`config.mk`:
```
export PLATFORM = sky130hd
export DESIGN_NAME = sfr_top
export DESIGN_NICKNAME = d
export VERILOG_FILES = /design/src/sfr_pkg.sv /design/src/sfr_top.sv /design/src/sfr_tick.sv
export VERILOG_INCLUDE_DIRS = /design/src /design/src/src
export SDC_FILE = /design/constraint.sdc
export NUM_CORES = 1
export LEC_CHECK = 0
export BUFFER_PORTS_ARGS = -buffer_cell sky130_fd_sc_hd__buf_2
export CAP_MARGIN = 20
export CORE_MARGIN = 4
export CORE_UTILIZATION = 40
export CTS_BUF_LIST = sky130_fd_sc_hd__clkbuf_16
export DETAILED_ROUTE_END_ITERATION = 8
export PLACE_DENSITY = 0.53
export SLEW_MARGIN = 20
export SYNTH_ARGS = -nofsm -noshare
export SYNTH_HDL_FRONTEND = slang
export SYNTH_SLANG_ARGS = --single-unit
```
`constraint.sdc`:
```
create_clock -name mclk -period 6.4 [get_ports mclk]
set_input_delay 0.64 -clock mclk [delete_from_list [all_inputs] [get_ports mclk]]
set_output_delay 0.64 -clock mclk [all_outputs]
set_load 0.005 [all_outputs]
```
`src/sfr_regs.svh`:
```
// register offsets, field positions, reset values and timing constants
`ifndef SFR_REGS_SVH
`define SFR_REGS_SVH

`define SFR_CLK_HZ 20000000
`define SFR_TICK_MS 100

`define SFR_ADDR_CFG 8'h00
`define SFR_ADDR_RXARM 8'h04
`define SFR_ADDR_TXCTRL 8'h08
`define SFR_ADDR_TXDATA 8'h0C
`define SFR_ADDR_ISTAT 8'h10
`define SFR_ADDR_IMASK 8'h14
`define SFR_SLOT_BASE 8'h20
`define SFR_SLOT_CFG0 4'h0
`define SFR_SLOT_CFG1 4'h4
`define SFR_SLOT_STAT 4'h8

`define SFR_CFG_CHAR8_BIT 0
`define SFR_CFG_TO_LSB 8
`define SFR_TX_TRIG_BIT 0
`define SFR_TX_DELAY_LSB 8
`define SFR_TX_LEN_LSB 16
`define SFR_TX_BUSY_BIT 31
`define SFR_C0_START_LSB 0
`define SFR_C0_END_LSB 8
`define SFR_C0_SEN_BIT 16
`define SFR_C0_EEN_BIT 17
`define SFR_C0_VAR_BIT 18
`define SFR_C0_CRC_BIT 19
`define SFR_C1_SKIP_LSB 0
`define SFR_C1_LEN_LSB 16
`define SFR_ST_CHKERR_BIT 0
`define SFR_IS_DONE_LSB 0
`define SFR_IS_ERR_LSB 8
`define SFR_IS_TX_BIT 16

`define SFR_RST_CHAR8 1'b1
`define SFR_SKIP_MAX 8'hF9
`define SFR_CRC_INIT 16'hFFFF
`define SFR_CRC_POLY 16'hA001

`endif

```
`src/sfr_pkg.sv`:
```
// types shared by the frame parser files
package sfr_pkg;
    localparam int SFR_SLOTS = 4;

    typedef enum logic [1:0] {SP_IDLE, SP_SKIP, SP_HUNT, SP_BODY} sfr_phase_t;
    typedef enum logic [1:0] {TX_IDLE, TX_WAIT, TX_SEND} sfr_txst_t;

    typedef struct packed {
        logic psel;
        logic penable;
        logic pwrite;
        logic [7:0] paddr;
        logic [31:0] pwdata;
    } sfr_apb_req_t;

    typedef struct packed {
        logic pready;
        logic pslverr;
        logic [31:0] prdata;
    } sfr_apb_rsp_t;

    typedef struct packed {
        logic valid;
        logic [7:0] data;
    } sfr_byte_t;

    typedef struct packed {
        logic crc_en;
        logic variable;
        logic end_en;
        logic start_en;
        logic [7:0] end_code;
        logic [7:0] start_code;
        logic [7:0] skip;
        logic [7:0] len;
    } sfr_slot_cfg_t;

    typedef struct packed {
        sfr_phase_t phase;
        logic [7:0] cnt;
        logic [15:0] crc;
        logic [7:0] hist_new;
        logic [7:0] hist_old;
        logic chk_err;
    } sfr_slot_t;

    typedef struct packed {
        sfr_apb_rsp_t rsp;
        logic char8;
        logic [7:0] timeout;
        logic [SFR_SLOTS-1:0] arm;
        logic tx_trig;
        logic tx_trig_prev;
        logic [7:0] tx_delay;
        logic [1:0] tx_len;
        logic [31:0] tx_data;
        sfr_txst_t txst;
        logic [7:0] tx_cnt;
        logic [1:0] tx_idx;
        sfr_byte_t tx_out;
        logic [7:0] idle_ticks;
        logic to_fired;
        logic [SFR_SLOTS-1:0] rx_done;
        logic [SFR_SLOTS-1:0] rx_err;
        logic tx_done;
        logic [31:0] mask;
        sfr_slot_cfg_t [SFR_SLOTS-1:0] cfg;
        sfr_slot_t [SFR_SLOTS-1:0] slot;
        logic irq;
    } sfr_state_t;
endpackage : sfr_pkg

```
`src/sfr_top.sv`:
```
// serial frame parser: apb registers, armed receive slots, delayed transmit
// How it works
// - skip field drops a set count of bytes, 1 to 249, before parsing
// - first leading constant byte is start marker, last trailing byte end marker
// - markers limited to 00h-7Fh for 7-bit characters, 00h-FFh for 8-bit
// - any variable-length storage field makes the whole command variable-length
// - no markers, variable: take up to max length, end on character timeout
// - no markers, fixed: receive from first byte, end at exact command length
// - several armed commands with both markers all parse the same bytes
// - armed command missing a marker owns the data; highest index wins
// - start marker never seen: bytes silently dropped, no error raised
// - after start marker, reception completes at max count without end marker
// - crc mode compares raw two-byte result, low byte first, with check field
// - receive command armed while its trigger flag stays at 1
// - transmit command starts on trigger flag rising 0 to 1
// - transmit waits programmed delay in 100 ms units before first byte
// - successful completion sets that command's completion flag
// - error-free completion leaves status word 0 all zero
// - check mismatch sets bit 0 of status word 0
//
// Decided for this implementation: the APB slave port and the register addresses.
`include "sfr_regs.svh"
module sfr_top #(
    parameter int unsigned TICK_CYCLES = `SFR_CLK_HZ / 1000 * `SFR_TICK_MS
) (
    input wire logic mclk,
    input wire logic sys_rst,
    input wire sfr_pkg::sfr_apb_req_t apb_req,
    output sfr_pkg::sfr_apb_rsp_t apb_rsp,
    input wire sfr_pkg::sfr_byte_t rx_byte,
    output sfr_pkg::sfr_byte_t tx_byte,
    input wire logic tx_ready,
    output logic irq
);
    localparam int SLOTS = sfr_pkg::SFR_SLOTS;

    sfr_pkg::sfr_state_t q;
    sfr_pkg::sfr_state_t d;
    logic tick;
    logic setup;
    logic access;
    logic wr;
    logic hit;
    logic any_open;
    logic to_ev;
    logic tx_rise;
    logic fin;
    logic bad;
    logic [31:0] rdv;
    logic [31:0] w;
    logic [7:0] soff;
    logic [7:0] bval;
    logic [7:0] wcode;
    logic [3:0] win;
    logic [SLOTS-1:0] sel;
    logic [7:0] ncnt;
    logic [7:0] nnew;
    logic [7:0] nold;
    logic [15:0] ncrc;

    sfr_tick #(.CYCLES(TICK_CYCLES)) u_tick (
        .mclk(mclk),
        .sys_rst(sys_rst),
        .tick(tick)
    );

    function automatic logic [15:0] crc_upd(input logic [15:0] c, input logic [7:0] b);
        logic [15:0] r;
        r = c ^ {8'h00, b};
        for (int k = 0; k < 8; k++) begin
            r = r[0] ? ((r >> 1) ^ `SFR_CRC_POLY) : (r >> 1);
        end
        return r;
    endfunction : crc_upd

    function automatic logic [31:0] pack_stat(input logic [SLOTS-1:0] dn,
                                              input logic [SLOTS-1:0] er, input logic td);
        logic [31:0] r;
        r = 32'h0000_0000;
        r[`SFR_IS_DONE_LSB +: SLOTS] = dn;
        r[`SFR_IS_ERR_LSB +: SLOTS] = er;
        r[`SFR_IS_TX_BIT] = td;
        return r;
    endfunction : pack_stat

    // markers stored already narrowed, so compares need no mode check
    function automatic logic [7:0] narrow(input logic [7:0] v, input logic c8);
        return c8 ? v : {1'b0, v[6:0]};
    endfunction : narrow

    always_comb begin
        d = q;
        w = apb_req.pwdata;
        setup = apb_req.psel && !apb_req.penable;
        access = apb_req.psel && apb_req.penable && q.rsp.pready;
        wr = access && apb_req.pwrite;
        soff = apb_req.paddr - `SFR_SLOT_BASE;
        rdv = 32'h0000_0000;
        hit = 1'b1;
        wcode = 8'h00;
        fin = 1'b0;
        bad = 1'b0;
        ncnt = 8'h00;
        nnew = 8'h00;
        nold = 8'h00;
        ncrc = 16'h0000;
        bval = narrow(rx_byte.data, q.char8);

        // read decode, answered one cycle after setup
        case (apb_req.paddr)
            `SFR_ADDR_CFG: begin
                rdv[`SFR_CFG_CHAR8_BIT] = q.char8;
                rdv[`SFR_CFG_TO_LSB +: 8] = q.timeout;
            end
            `SFR_ADDR_RXARM: rdv[SLOTS-1:0] = q.arm;
            `SFR_ADDR_TXCTRL: begin
                rdv[`SFR_TX_TRIG_BIT] = q.tx_trig;
                rdv[`SFR_TX_DELAY_LSB +: 8] = q.tx_delay;
                rdv[`SFR_TX_LEN_LSB +: 2] = q.tx_len;
                rdv[`SFR_TX_BUSY_BIT] = q.txst != sfr_pkg::TX_IDLE;
            end
            `SFR_ADDR_TXDATA: rdv = q.tx_data;
            `SFR_ADDR_ISTAT: rdv = pack_stat(q.rx_done, q.rx_err, q.tx_done);
            `SFR_ADDR_IMASK: rdv = q.mask;
            default: hit = 1'b0;
        endcase
        for (int i = 0; i < SLOTS; i++) begin
            if (apb_req.paddr >= `SFR_SLOT_BASE && soff[7:4] == 4'(i)) begin
                hit = 1'b1;
                case (soff[3:0])
                    `SFR_SLOT_CFG0: begin
                        rdv[`SFR_C0_START_LSB +: 8] = q.cfg[i].start_code;
                        rdv[`SFR_C0_END_LSB +: 8] = q.cfg[i].end_code;
                        rdv[`SFR_C0_SEN_BIT] = q.cfg[i].start_en;
                        rdv[`SFR_C0_EEN_BIT] = q.cfg[i].end_en;
                        rdv[`SFR_C0_VAR_BIT] = q.cfg[i].variable;
                        rdv[`SFR_C0_CRC_BIT] = q.cfg[i].crc_en;
                    end
                    `SFR_SLOT_CFG1: begin
                        rdv[`SFR_C1_SKIP_LSB +: 8] = q.cfg[i].skip;
                        rdv[`SFR_C1_LEN_LSB +: 8] = q.cfg[i].len;
                    end
                    `SFR_SLOT_STAT: rdv[`SFR_ST_CHKERR_BIT] = q.slot[i].chk_err;
                    default: hit = 1'b0;
                endcase
            end
        end
        d.rsp.pready = setup;
        d.rsp.pslverr = setup && !hit;
        d.rsp.prdata = setup ? rdv : 32'h0000_0000;

        // writes first, so hardware sets further down win over clears
        if (wr) begin
            case (apb_req.paddr)
                `SFR_ADDR_CFG: begin
                    d.char8 = w[`SFR_CFG_CHAR8_BIT];
                    d.timeout = w[`SFR_CFG_TO_LSB +: 8];
                end
                `SFR_ADDR_RXARM: d.arm = w[SLOTS-1:0];
                `SFR_ADDR_TXCTRL: begin
                    d.tx_trig = w[`SFR_TX_TRIG_BIT];
                    d.tx_delay = w[`SFR_TX_DELAY_LSB +: 8];
                    d.tx_len = w[`SFR_TX_LEN_LSB +: 2];
                end
                `SFR_ADDR_TXDATA: d.tx_data = w;
                `SFR_ADDR_ISTAT: begin
                    d.rx_done = q.rx_done & ~w[`SFR_IS_DONE_LSB +: SLOTS];
                    d.rx_err = q.rx_err & ~w[`SFR_IS_ERR_LSB +: SLOTS];
                    d.tx_done = q.tx_done & ~w[`SFR_IS_TX_BIT];
                end
                `SFR_ADDR_IMASK: d.mask = w & pack_stat('1, '1, 1'b1);
                default: d.mask = d.mask;
            endcase
            for (int i = 0; i < SLOTS; i++) begin
                if (apb_req.paddr >= `SFR_SLOT_BASE && soff[7:4] == 4'(i)) begin
                    case (soff[3:0])
                        `SFR_SLOT_CFG0: begin
                            d.cfg[i].start_code = narrow(w[`SFR_C0_START_LSB +: 8], q.char8);
                            d.cfg[i].end_code = narrow(w[`SFR_C0_END_LSB +: 8], q.char8);
                            d.cfg[i].start_en = w[`SFR_C0_SEN_BIT];
                            d.cfg[i].end_en = w[`SFR_C0_EEN_BIT];
                            d.cfg[i].variable = w[`SFR_C0_VAR_BIT];
                            d.cfg[i].crc_en = w[`SFR_C0_CRC_BIT];
                        end
                        `SFR_SLOT_CFG1: begin
                            wcode = w[`SFR_C1_SKIP_LSB +: 8];
                            d.cfg[i].skip = (wcode > `SFR_SKIP_MAX) ? `SFR_SKIP_MAX : wcode;
                            d.cfg[i].len = w[`SFR_C1_LEN_LSB +: 8];
                        end
                        `SFR_SLOT_STAT: begin
                            if (w[`SFR_ST_CHKERR_BIT]) begin
                                d.slot[i].chk_err = 1'b0;
                            end
                        end
                        default: d.cfg[i] = d.cfg[i];
                    endcase
                end
            end
        end

        // inter-character timer, restarted by every byte
        to_ev = !q.to_fired && q.timeout != 8'h00 && q.idle_ticks >= q.timeout;
        if (rx_byte.valid) begin
            d.idle_ticks = 8'h00;
            d.to_fired = 1'b0;
        end else if (to_ev) begin
            d.to_fired = 1'b1;
        end else if (tick && q.idle_ticks < q.timeout) begin
            d.idle_ticks = q.idle_ticks + 8'h01;
        end

        // arbitration: an armed slot lacking a marker takes the stream alone
        any_open = 1'b0;
        win = 4'h0;
        for (int i = 0; i < SLOTS; i++) begin
            if (q.arm[i] && !(q.cfg[i].start_en && q.cfg[i].end_en)) begin
                any_open = 1'b1;
                win = 4'(i);
            end
        end
        for (int i = 0; i < SLOTS; i++) begin
            sel[i] = any_open ? (win == 4'(i)) : q.arm[i];
        end

        for (int i = 0; i < SLOTS; i++) begin
            fin = 1'b0;
            bad = 1'b0;
            ncnt = q.slot[i].cnt;
            nnew = q.slot[i].hist_new;
            nold = q.slot[i].hist_old;
            ncrc = q.slot[i].crc;
            if (!q.arm[i]) begin
                d.slot[i].phase = sfr_pkg::SP_IDLE;
            end else begin
                case (q.slot[i].phase)
                    sfr_pkg::SP_IDLE: begin
                        d.slot[i].cnt = q.cfg[i].skip;
                        d.slot[i].crc = `SFR_CRC_INIT;
                        if (q.cfg[i].skip != 8'h00) begin
                            d.slot[i].phase = sfr_pkg::SP_SKIP;
                        end else if (q.cfg[i].start_en) begin
                            d.slot[i].phase = sfr_pkg::SP_HUNT;
                        end else begin
                            d.slot[i].cnt = 8'h00;
                            d.slot[i].phase = sfr_pkg::SP_BODY;
                        end
                    end
                    sfr_pkg::SP_SKIP: begin
                        if (rx_byte.valid && sel[i]) begin
                            d.slot[i].cnt = q.slot[i].cnt - 8'h01;
                            if (q.slot[i].cnt == 8'h01) begin
                                d.slot[i].cnt = 8'h00;
                                d.slot[i].phase = q.cfg[i].start_en ? sfr_pkg::SP_HUNT
                                                                    : sfr_pkg::SP_BODY;
                            end
                        end
                    end
                    sfr_pkg::SP_HUNT: begin
                        // anything before the start marker is dropped without error
                        if (rx_byte.valid && sel[i] && bval == q.cfg[i].start_code) begin
                            d.slot[i].cnt = 8'h00;
                            d.slot[i].phase = sfr_pkg::SP_BODY;
                        end
                    end
                    sfr_pkg::SP_BODY: begin
                        if (rx_byte.valid && sel[i]) begin
                            if (q.cfg[i].end_en && bval == q.cfg[i].end_code) begin
                                fin = 1'b1;
                            end else begin
                                // crc lags two bytes so the check field stays out of it
                                if (q.slot[i].cnt >= 8'h02) begin
                                    ncrc = crc_upd(q.slot[i].crc, q.slot[i].hist_old);
                                end
                                nold = q.slot[i].hist_new;
                                nnew = bval;
                                ncnt = q.slot[i].cnt + 8'h01;
                                fin = ncnt == q.cfg[i].len;
                            end
                        end else if (to_ev && !q.cfg[i].end_en && q.cfg[i].variable
                                     && q.slot[i].cnt != 8'h00) begin
                            fin = 1'b1;
                        end
                        d.slot[i].cnt = ncnt;
                        d.slot[i].crc = ncrc;
                        d.slot[i].hist_new = nnew;
                        d.slot[i].hist_old = nold;
                        if (fin) begin
                            // received low byte first, the older of the two held bytes
                            bad = q.cfg[i].crc_en
                                  && (ncnt < 8'h02 || {nnew, nold} != ncrc);
                            d.slot[i].phase = sfr_pkg::SP_IDLE;
                            d.rx_done[i] = 1'b1;
                            if (bad) begin
                                d.rx_err[i] = 1'b1;
                                d.slot[i].chk_err = 1'b1;
                            end
                        end
                    end
                    default: d.slot[i].phase = sfr_pkg::SP_IDLE;
                endcase
            end
        end

        // transmit: edge-started, delayed in time units, then streamed
        d.tx_trig_prev = q.tx_trig;
        tx_rise = q.tx_trig && !q.tx_trig_prev;
        case (q.txst)
            sfr_pkg::TX_IDLE: begin
                if (tx_rise) begin
                    d.tx_cnt = 8'h00;
                    d.txst = sfr_pkg::TX_WAIT;
                end
            end
            sfr_pkg::TX_WAIT: begin
                // first unit may be short: the divider runs free
                if (q.tx_cnt >= q.tx_delay) begin
                    d.tx_idx = 2'b00;
                    d.tx_out.valid = 1'b1;
                    d.tx_out.data = q.tx_data[7:0];
                    d.txst = sfr_pkg::TX_SEND;
                end else if (tick) begin
                    d.tx_cnt = q.tx_cnt + 8'h01;
                end
            end
            sfr_pkg::TX_SEND: begin
                if (q.tx_out.valid && tx_ready) begin
                    if (q.tx_idx == q.tx_len) begin
                        d.tx_out.valid = 1'b0;
                        d.tx_out.data = 8'h00;
                        d.tx_done = 1'b1;
                        d.txst = sfr_pkg::TX_IDLE;
                    end else begin
                        d.tx_idx = q.tx_idx + 2'b01;
                        d.tx_out.data = q.tx_data[8 * (32'(q.tx_idx) + 1) +: 8];
                    end
                end
            end
            default: d.txst = sfr_pkg::TX_IDLE;
        endcase

        d.irq = |(pack_stat(d.rx_done, d.rx_err, d.tx_done) & d.mask);
    end

    always_ff @(posedge mclk) begin
        if (sys_rst) begin
            q <= '0;
            q.char8 <= `SFR_RST_CHAR8;
        end else begin
            q <= d;
        end
    end

    assign apb_rsp = q.rsp;
    assign tx_byte = q.tx_out;
    assign irq = q.irq;
endmodule : sfr_top

```
`src/sfr_tick.sv`:
```
// divider giving a one-cycle pulse every 100 ms time unit
module sfr_tick #(
    parameter int unsigned CYCLES = 2000000
) (
    input wire logic mclk,
    input wire logic sys_rst,
    output logic tick
);
    localparam int W = $clog2(CYCLES);
    logic [W-1:0] cnt_q;

    always_ff @(posedge mclk) begin
        if (sys_rst) begin
            cnt_q <= '0;
            tick <= 1'b0;
        end else if (cnt_q == W'(CYCLES - 1)) begin
            cnt_q <= '0;
            tick <= 1'b1;
        end else begin
            cnt_q <= cnt_q + 1'b1;
            tick <= 1'b0;
        end
    end
endmodule : sfr_tick

```
==> reports/metrics.csv, run 1 <==
stage;metric;value;unit
worst_setup_path;Worst Path Required;6.90;ns
cells_and_area;Multi-input gate area;0.0158;sq mm
cells_and_area;final core utilization;0.445;
synthesis;Yosys top cell area share;0.357;
power_and_ir_drop;switching pwr;1.55;mW
synthesis;syn_nets;3545;
drt;final WL;104;mm
placed_design;DP Wirelength;74.0;mm
power_and_ir_drop;Static Leak;9.89;nW
clock_tree;clock buffer depth;3;
cells_and_area;Area Overhead vs Synth;9.46;%
power_and_ir_drop;VDD IR-drop max;0.170;mV
worst_setup_path;Largest stage delay, worst path;0.90;ns
synthesis;xor and xnor fraction of the mapped netlist area;0.106;
floorplan;Std-Cell Core Area;0.0661;sq mm
synthesis;largest area contributor in the netlist;dfxtp_1;
timing;final setup margin;1.88;ns
drt;DRT antenna net count;0;
clock_tree;TritonCTS clock tree;yes;
floorplan;Ports;99;
power_and_ir_drop;power density over the cells;219;mW/mm^2
worst_setup_path;Setup crit start kind;flop;
timing;period utilization;0.706;
synthesis;Synth cell types;96;
clock_tree;post-cts hold buffer count;0;
synthesis;Synthesis Warnings;0;
synthesis;Avg Cell Area, Syn;7.82;sq um
drt;DR WL/cell;24.4;um
drt;DRC viols;0;
drt;first drt pass iteration count;9;
flow_run;maxcap violations;0;
placed_design;routability cong.;0.973;
worst_setup_path;worst-path cell chain;a21boi_1 -> nor2_2 -> o2111ai_2 -> nor2_2 -> buf_4 -> o21a_1 -> a22oi_1 -> or4_1 -> o31ai_2 -> nor2_1 -> o31ai_1 -> nand4b_1;
power_and_ir_drop;clock network fraction of total power;0.499;
worst_setup_path;endpoint class of the critical path;flop;
cells_and_area;layout cells sized above 1;0.0885;
synthesis;Post-synth EDFFs;0;
timing;Layout Skew;0.0187;ns
cells_and_area;sequential standard cell area;0.00957;sq mm
power_and_ir_drop;Seq pwr share;0.462;
synthesis;Gate Count Post-Synth;3434;
timing;fin crit period;4.52;ns
timing;RSZ-0062 raised after global routing;no;
worst_setup_path;Buf/Inv on CP;1;
synthesis;Synth Area in Simple Gates;0.210;
drt;DR vias;25500;
worst_hold_path;Tightest Hold Check Type;in2reg;
worst_setup_path;crit path max fanout;21;
synthesis;most numerous cell in the Yosys netlist;nand2_1;
synthesis;Synth Cell Area;0.0268;sq mm
drt;drt via density;5.99;
timing;worst-margin pin slew;1.16;ns
synthesis;sequential fraction of the synthesis area;0.357;
grt;GRT Overall Usage;0.280;
cells_and_area;Layout Nets;3455;
worst_setup_path;Critical Path AT;5.01;ns
floorplan;Starting Density;0.406;
floorplan;chip width;267;um
synthesis;post-synthesis mux area share;0.0326;
timing;Fin Setup TNS;0;ns
grt;total gr overflow;0;
timing;Pins Over Slew Limit;0;
timing;Max-slew headroom;0.221;
worst_setup_path;Crit path max-delay family;simple AND/OR/NAND/NOR gates;
timing;final setup vio count;0;
clock_tree;H-tree levels;2;
cells_and_area;final instance area;0.0294;sq mm
worst_setup_path;Slowest-stage cell, CP;nor2_2;
synthesis;Seq cells post-synth;478;
placed_design;Port Buffers;98;
placed_design;Inst Count DP;4149;
floorplan;DIE AREA;0.0713;sq mm
clock_tree;setup bufs post-CTS;0;
synthesis;Post-synth top cells;nand2_1, dfxtp_1, a21oi_1;
grt;largest net degree at the start of global routing;145;
clock_tree;clk sinks;478;
synthesis;async set or reset register ratio after synthesis;0;
power_and_ir_drop;Comb pwr share;0.038;
power_and_ir_drop;P_int;4.89;mW
synthesis;Synth Area in Compound Gates;0.210;
run_status;status;finished clean;
clock_tree;CTS Buf Count;57;
floorplan;die extent in y;267;um
grt;antenna violations before repair;2;
worst_setup_path;CP dominant cell by count;nor2_2;
grt;first-pass GRT wire length;153;mm
floorplan;# rows;94;
clock_tree;clk slew on worst S/H paths;0.06;ns
timing;Hold Fails Final Rpt;0;
clock_tree;post-CTS sizing;0;
cells_and_area;fillers;6674;
timing;maximum clock rate;221;MHz
clock_tree;Root Buffer;clkbuf_16;
clock_tree;Worst-Skew Late Latency;0.62;ns
placed_design;Post-DP Area;0.0275;sq mm
synthesis;dominant synthesized flop cell;dfxtp_1;
worst_setup_path;Setup CP Type;reg2reg;
synthesis;largest family of logic cells by synthesized area;simple AND/OR/NAND/NOR gates;
power_and_ir_drop;switch share;0.241;
drt;drt initial violations;2951;
grt;number of global-route vias before repair;23600;
cells_and_area;fin cells;4257;
synthesis;post-synthesis adder-cell area fraction;0.0265;
placed_design;dpl ws;1.61;ns
synthesis;top cells by area, synth;dfxtp_1, nand2_1, a21oi_1;
[final cells by class]
class                   instances  share of cell area
diodes                          2            0.000170
clock buffers                  59              0.0502
flip-flops and latches        478               0.326
multi-input cells            2595               0.538
repair buffers                139              0.0279
inverters                      73             0.00933
well taps                     864              0.0368
clock inverters                47              0.0119
[sequential cells by signal, summed over array words and instances (netlist names)]
signal        flops
apb_rsp          34
d                 1
irq               1
q               411
tx_byte           9
u_tick.cnt_q     21
u_tick.tick       1
[cells in the final DEF (no fill, tap or decap), drive strengths merged, types with 59 or more instances in the layout]
cell type / synthesis / final
xnor2: 201 / 201
xor2: 108 / 108
clkbuf: 217 / 59
a211oi: 68 / 68
inv: 72 / 87
nor3: 66 / 66
o21ai: 103 / 103
nand3: 114 / 114
dfxtp: 478 / 478
a21oi: 406 / 406
nor2: 199 / 199
mux2i: 83 / 83
nand2: 668 / 668
buf: 71 / 139
[kinds of logic after synthesis]
logic type | count (synthesis)
xor gates and xnor gates | 314
AOI/OAI and AO/OA | 879
DFF | 478
buffers and inverters | 361
muxes | 87
adders and majority gates | 57
and+or+nand+nor | 1258
[metal layers]
layer / global-route usage / vias to the layer above / share of wire
met5: 0 / - / 0
met4: 0.101 / 0 / 0.040
met3: 0.0512 / 207 / 0.089
met2: 0.423 / 1139 / 0.43
met1: 0.398 / 12300 / 0.44
li1: - / 11900 / -
[through the flow]
| stage | hold slack (ns) | power, mW |
|---|---|---|
| 3_3_place_gp | 0.445 | 3.28 |
| 5_1_grt | 0.256 | 6.62 |
| 4_1_cts | 0.246 | 6.48 |
| 6_report | 0.270 | 6.44 |
| 2_1_floorplan | 0.430 | 3.17 |
| 3_5_place_dp | 0.453 | 3.28 |
[power groups by stage]
stage / logic (mW) / registers [mW] / clock network (mW)
floorplan: 0.122 / 3.04 / 0
global placement: 0.237 / 3.04 / 0
detailed placement: 0.238 / 3.05 / 0
CTS: 0.239 / 2.98 / 3.27
global route: 0.251 / 2.98 / 3.40
finish: 0.246 / 2.98 / 3.22
[tightest hold or removal path, stage by stage]
cell and delay, ns:
buf_2 0.10, nand2_1 0.05, a21oi_1 0.05
[final timing paths]
check	cells past startpoint	slack, ns	from	end
worst max register to register	12	1.88	q[432]	irq
worst max-delay path	12	1.88	q[432]	irq
worst min register to register	2	0.47	q[47]	q[47]
worst min-delay path	3	0.27	apb_req[31]	q[419]
Power figures use the tool's default switching activity.
==> run 2, diff against run 1 <==
- ABC_AREA: not set -> 1
- PLACE_DENSITY: 0.53 -> 0.52
- clock period: 6.4 -> 4.44 ns (I/O delays scaled with it)
==> run 2 against run 1 <==
  * Non-clock buffer count up 30
  * Synthesized cell count rose by 26%
  * Wire length up 5.8%
  * Clock skew increased by 0.016 ns
  * First-iteration DRC count grew 6.5%
  * Largest cell class unchanged
  * Power up 47%
  * Setup slack worse by 1.2 ns
  * Clock-buffer cell count shrank 1
==> reports/metrics.csv, run 2 <==
stage;metric;value;unit;change
worst_setup_path;crit path max fanout;16;;-24%
power_and_ir_drop;Static Leak;14.0;nW;+42%
worst_setup_path;Worst Path Required;4.99;ns;-1.91 ns
floorplan;# rows;97;;+3.2%
floorplan;Std-Cell Core Area;0.0701;sq mm;+6.1%
placed_design;Port Buffers;98;;unchanged
timing;final setup margin;0.710;ns;-1.17 ns
run_status;status;finished clean;;
drt;drt initial violations;3143;;+6.5%
cells_and_area;fillers;7556;;+13%
worst_setup_path;endpoint class of the critical path;flop;;
drt;DRT antenna net count;0;;unchanged
synthesis;most numerous cell in the Yosys netlist;nand2_1;;
clock_tree;clock buffer depth;3;;unchanged
worst_setup_path;Setup CP Type;reg2reg;;
timing;maximum clock rate;268;MHz;+21%
timing;worst-margin pin slew;1.25;ns;+0.0890 ns
synthesis;Synth cell types;61;;-36%
drt;final WL;110;mm;+5.8%
synthesis;Seq cells post-synth;478;;unchanged
timing;Fin Setup TNS;0;ns;unchanged
worst_hold_path;WHS Path Cells;3;;unchanged
cells_and_area;final core utilization;0.446;;+0.00147
timing;RSZ-0062 raised after global routing;no;;
worst_hold_path;Tightest Hold Check Type;in2reg;;
worst_setup_path;Critical Path AT;4.28;ns;-0.73 ns
grt;largest net degree at the start of global routing;201;;+39%
synthesis;Yosys top cell area share;0.337;;-0.0194
power_and_ir_drop;power density over the cells;302;mW/mm^2;+38%
cells_and_area;most common cell after layout, fill and taps aside;nand2_1;;
cells_and_area;Reg with most FFs;q;;
synthesis;Avg Cell Area, Syn;6.57;sq um;-16%
clock_tree;clk slew on worst S/H paths;0.07;ns;about the same
synthesis;syn_nets;4434;;+25%
cells_and_area;Area Overhead vs Synth;10.2;%;
clock_tree;Worst-Skew Late Latency;0.66;ns;+0.04 ns
clock_tree;TritonCTS clock tree;yes;;
cells_and_area;Layout Nets;4438;;+28%
power_and_ir_drop;VDD IR-drop max;0.337;mV;+98%
synthesis;Post-synth EDFFs;0;;unchanged
cells_and_area;commonest non-fill, non-tap cells in the layout;nand2_1, inv_1, dfxtp_1;;
placed_design;DP Wirelength;81.3;mm;+9.8%
clock_tree;post-cts hold buffer count;0;;unchanged
synthesis;dominant synthesized flop cell;dfxtp_1;;
grt;first-pass GRT wire length;163;mm;+6.7%
synthesis;async set or reset register ratio after synthesis;0;;unchanged
synthesis;Post-synth top cells;nand2_1, inv_1, dfxtp_1;;
grt;number of global-route vias before repair;26100;;+10%
synthesis;largest area contributor in the netlist;dfxtp_1;;
placed_design;routability cong.;0.980;;+0.72%
drt;drt via density;5.42;;-9.5%
floorplan;Starting Density;0.405;;-0.00143
grt;GRT Overall Usage;0.282;;+0.00287
clock_tree;CTS Buf Count;58;;+1.8%
clock_tree;clk sinks;478;;unchanged
drt;DRC viols;0;;unchanged
clock_tree;Root Buffer;clkbuf_16;;
floorplan;die extent in y;274;um;+2.8%
timing;Pins Over Slew Limit;0;;unchanged
worst_setup_path;Setup crit start kind;flop;;
synthesis;Synth Cell Area;0.0284;sq mm;+5.8%
synthesis;Synthesis Warnings;0;;unchanged
timing;final setup vio count;0;;unchanged
worst_setup_path;critical path startpoint;q[206];;
synthesis;Gate Count Post-Synth;4323;;+26%
synthesis;top cells by area, synth;dfxtp_1, nand2_1, inv_1;;
timing;Hold Fails Final Rpt;0;;unchanged
synthesis;sequential fraction of the synthesis area;0.337;;-0.0194
clock_tree;H-tree levels;2;;unchanged
clock_tree;setup bufs post-CTS;0;;unchanged
cells_and_area;number of flip-flops in the largest register;411;;unchanged
timing;Layout Skew;0.0348;ns;+0.0161 ns
worst_setup_path;reg2reg start;q[206];;
timing;period utilization;0.840;;+0.134
drt;DR vias;28800;;+13%
drt;DR WL/cell;20.6;um;-15%
cells_and_area;layout cells sized above 1;0.0770;;-0.0114
floorplan;Ports;99;;unchanged
clock_tree;post-CTS sizing;0;;unchanged
grt;total gr overflow;0;;unchanged
timing;Max-slew headroom;0.165;;-0.0565
grt;antenna violations before repair;7;;+5
worst_setup_path;R2R depth;21;;+9
floorplan;chip width;274;um;+2.8%
placed_design;dpl ws;0.784;ns;-0.827 ns
timing;fin crit period;3.73;ns;-0.789 ns
floorplan;DIE AREA;0.0753;sq mm;+5.6%
drt;first drt pass iteration count;6;;-3
worst_hold_path;hold path startpoint;apb_req[25];;
flow_run;maxcap violations;0;;unchanged
run 2: changes by cell type in the layout (fill, tap and decap cells not counted), moves of 83 or more:
| cell | change |
|---|---|
| inv_1 | +605 |
| nand3_1 | +107 |
| nand2_1 | +308 |
| mux2i_1 | -83 |
| o21ai_0 | +348 |
| xnor2_1 | -146 |
run 2: worst paths after layout:
check                    end  slack (ns)
max                      irq        0.71
min                   q[413]        0.07
max reg2reg              irq        0.71
min reg2reg  u_tick.cnt_q[0]        0.45
run 2: layer usage:
layer,GRT usage,part of all wire,up-vias
met4,0.0964,0.040,2
met3,0.0420,0.085,208
met5,0,0.00013,-
met2,0.433,0.42,1157
li1,-,-,14200
met1,0.405,0.45,13300
run 2: cell families after synthesis:
group	count (synthesis)	share of synthesized area
xor+xnor	119	0.0367
flops	478	0.337
compound gates	1127	0.227
simple gates	1614	0.238
buf+inv	929	0.136
fa+ha+maj	56	0.0247
run 2: area by class of cell:
class                   count  area (sq um)  area share
multi-input cells        2916         14900       0.478
repair buffers            169          1050      0.0336
inverters                 704          2660      0.0849
clock buffers              58          1450      0.0464
well taps                 940          1180      0.0376
diodes                      2          5.00    0.000160
flip-flops and latches    478          9570       0.306
clock inverters            50           429      0.0137
run 2: stage by stage:
step	total power, mW	cell area [sq um]	cells	hold slack (ns)
floorplan	4.56	28400	4323	0.418
global placement	4.75	29400	5207	0.435
detailed placement	4.75	29400	5207	0.439
CTS	9.52	31300	5315	0.0431
global route	9.71	31300	5316	0.0811
finish	9.44	31300	5317	0.0678
run 2: critical path, stage by stage (launching register included):
cell,delay [ns]
dfxtp_1,0.47
nand2_1,0.11
nand2_1,0.11
nand2_1,0.12
nor2_2,0.19
nor2_1,0.07
nor2_2,0.24
nand2_1,0.41
o21ai_0,0.67
inv_1,0.09
nand2_1,0.08
nand2_1,0.06
nor2_1,0.10
nand3_1,0.07
nor2_1,0.09
nand3_1,0.07
nor2_1,0.14
nand2_1,0.13
nand2_1,0.20
nand2_1,0.07
nand3_1,0.09
nand2_1,0.07
run 2: report_power, final:
group          internal, mW  switching, mW  total [mW]
clock                  2.72           2.05        4.78
sequential             4.29        0.00202        4.29
combinational        0.0758          0.299       0.375
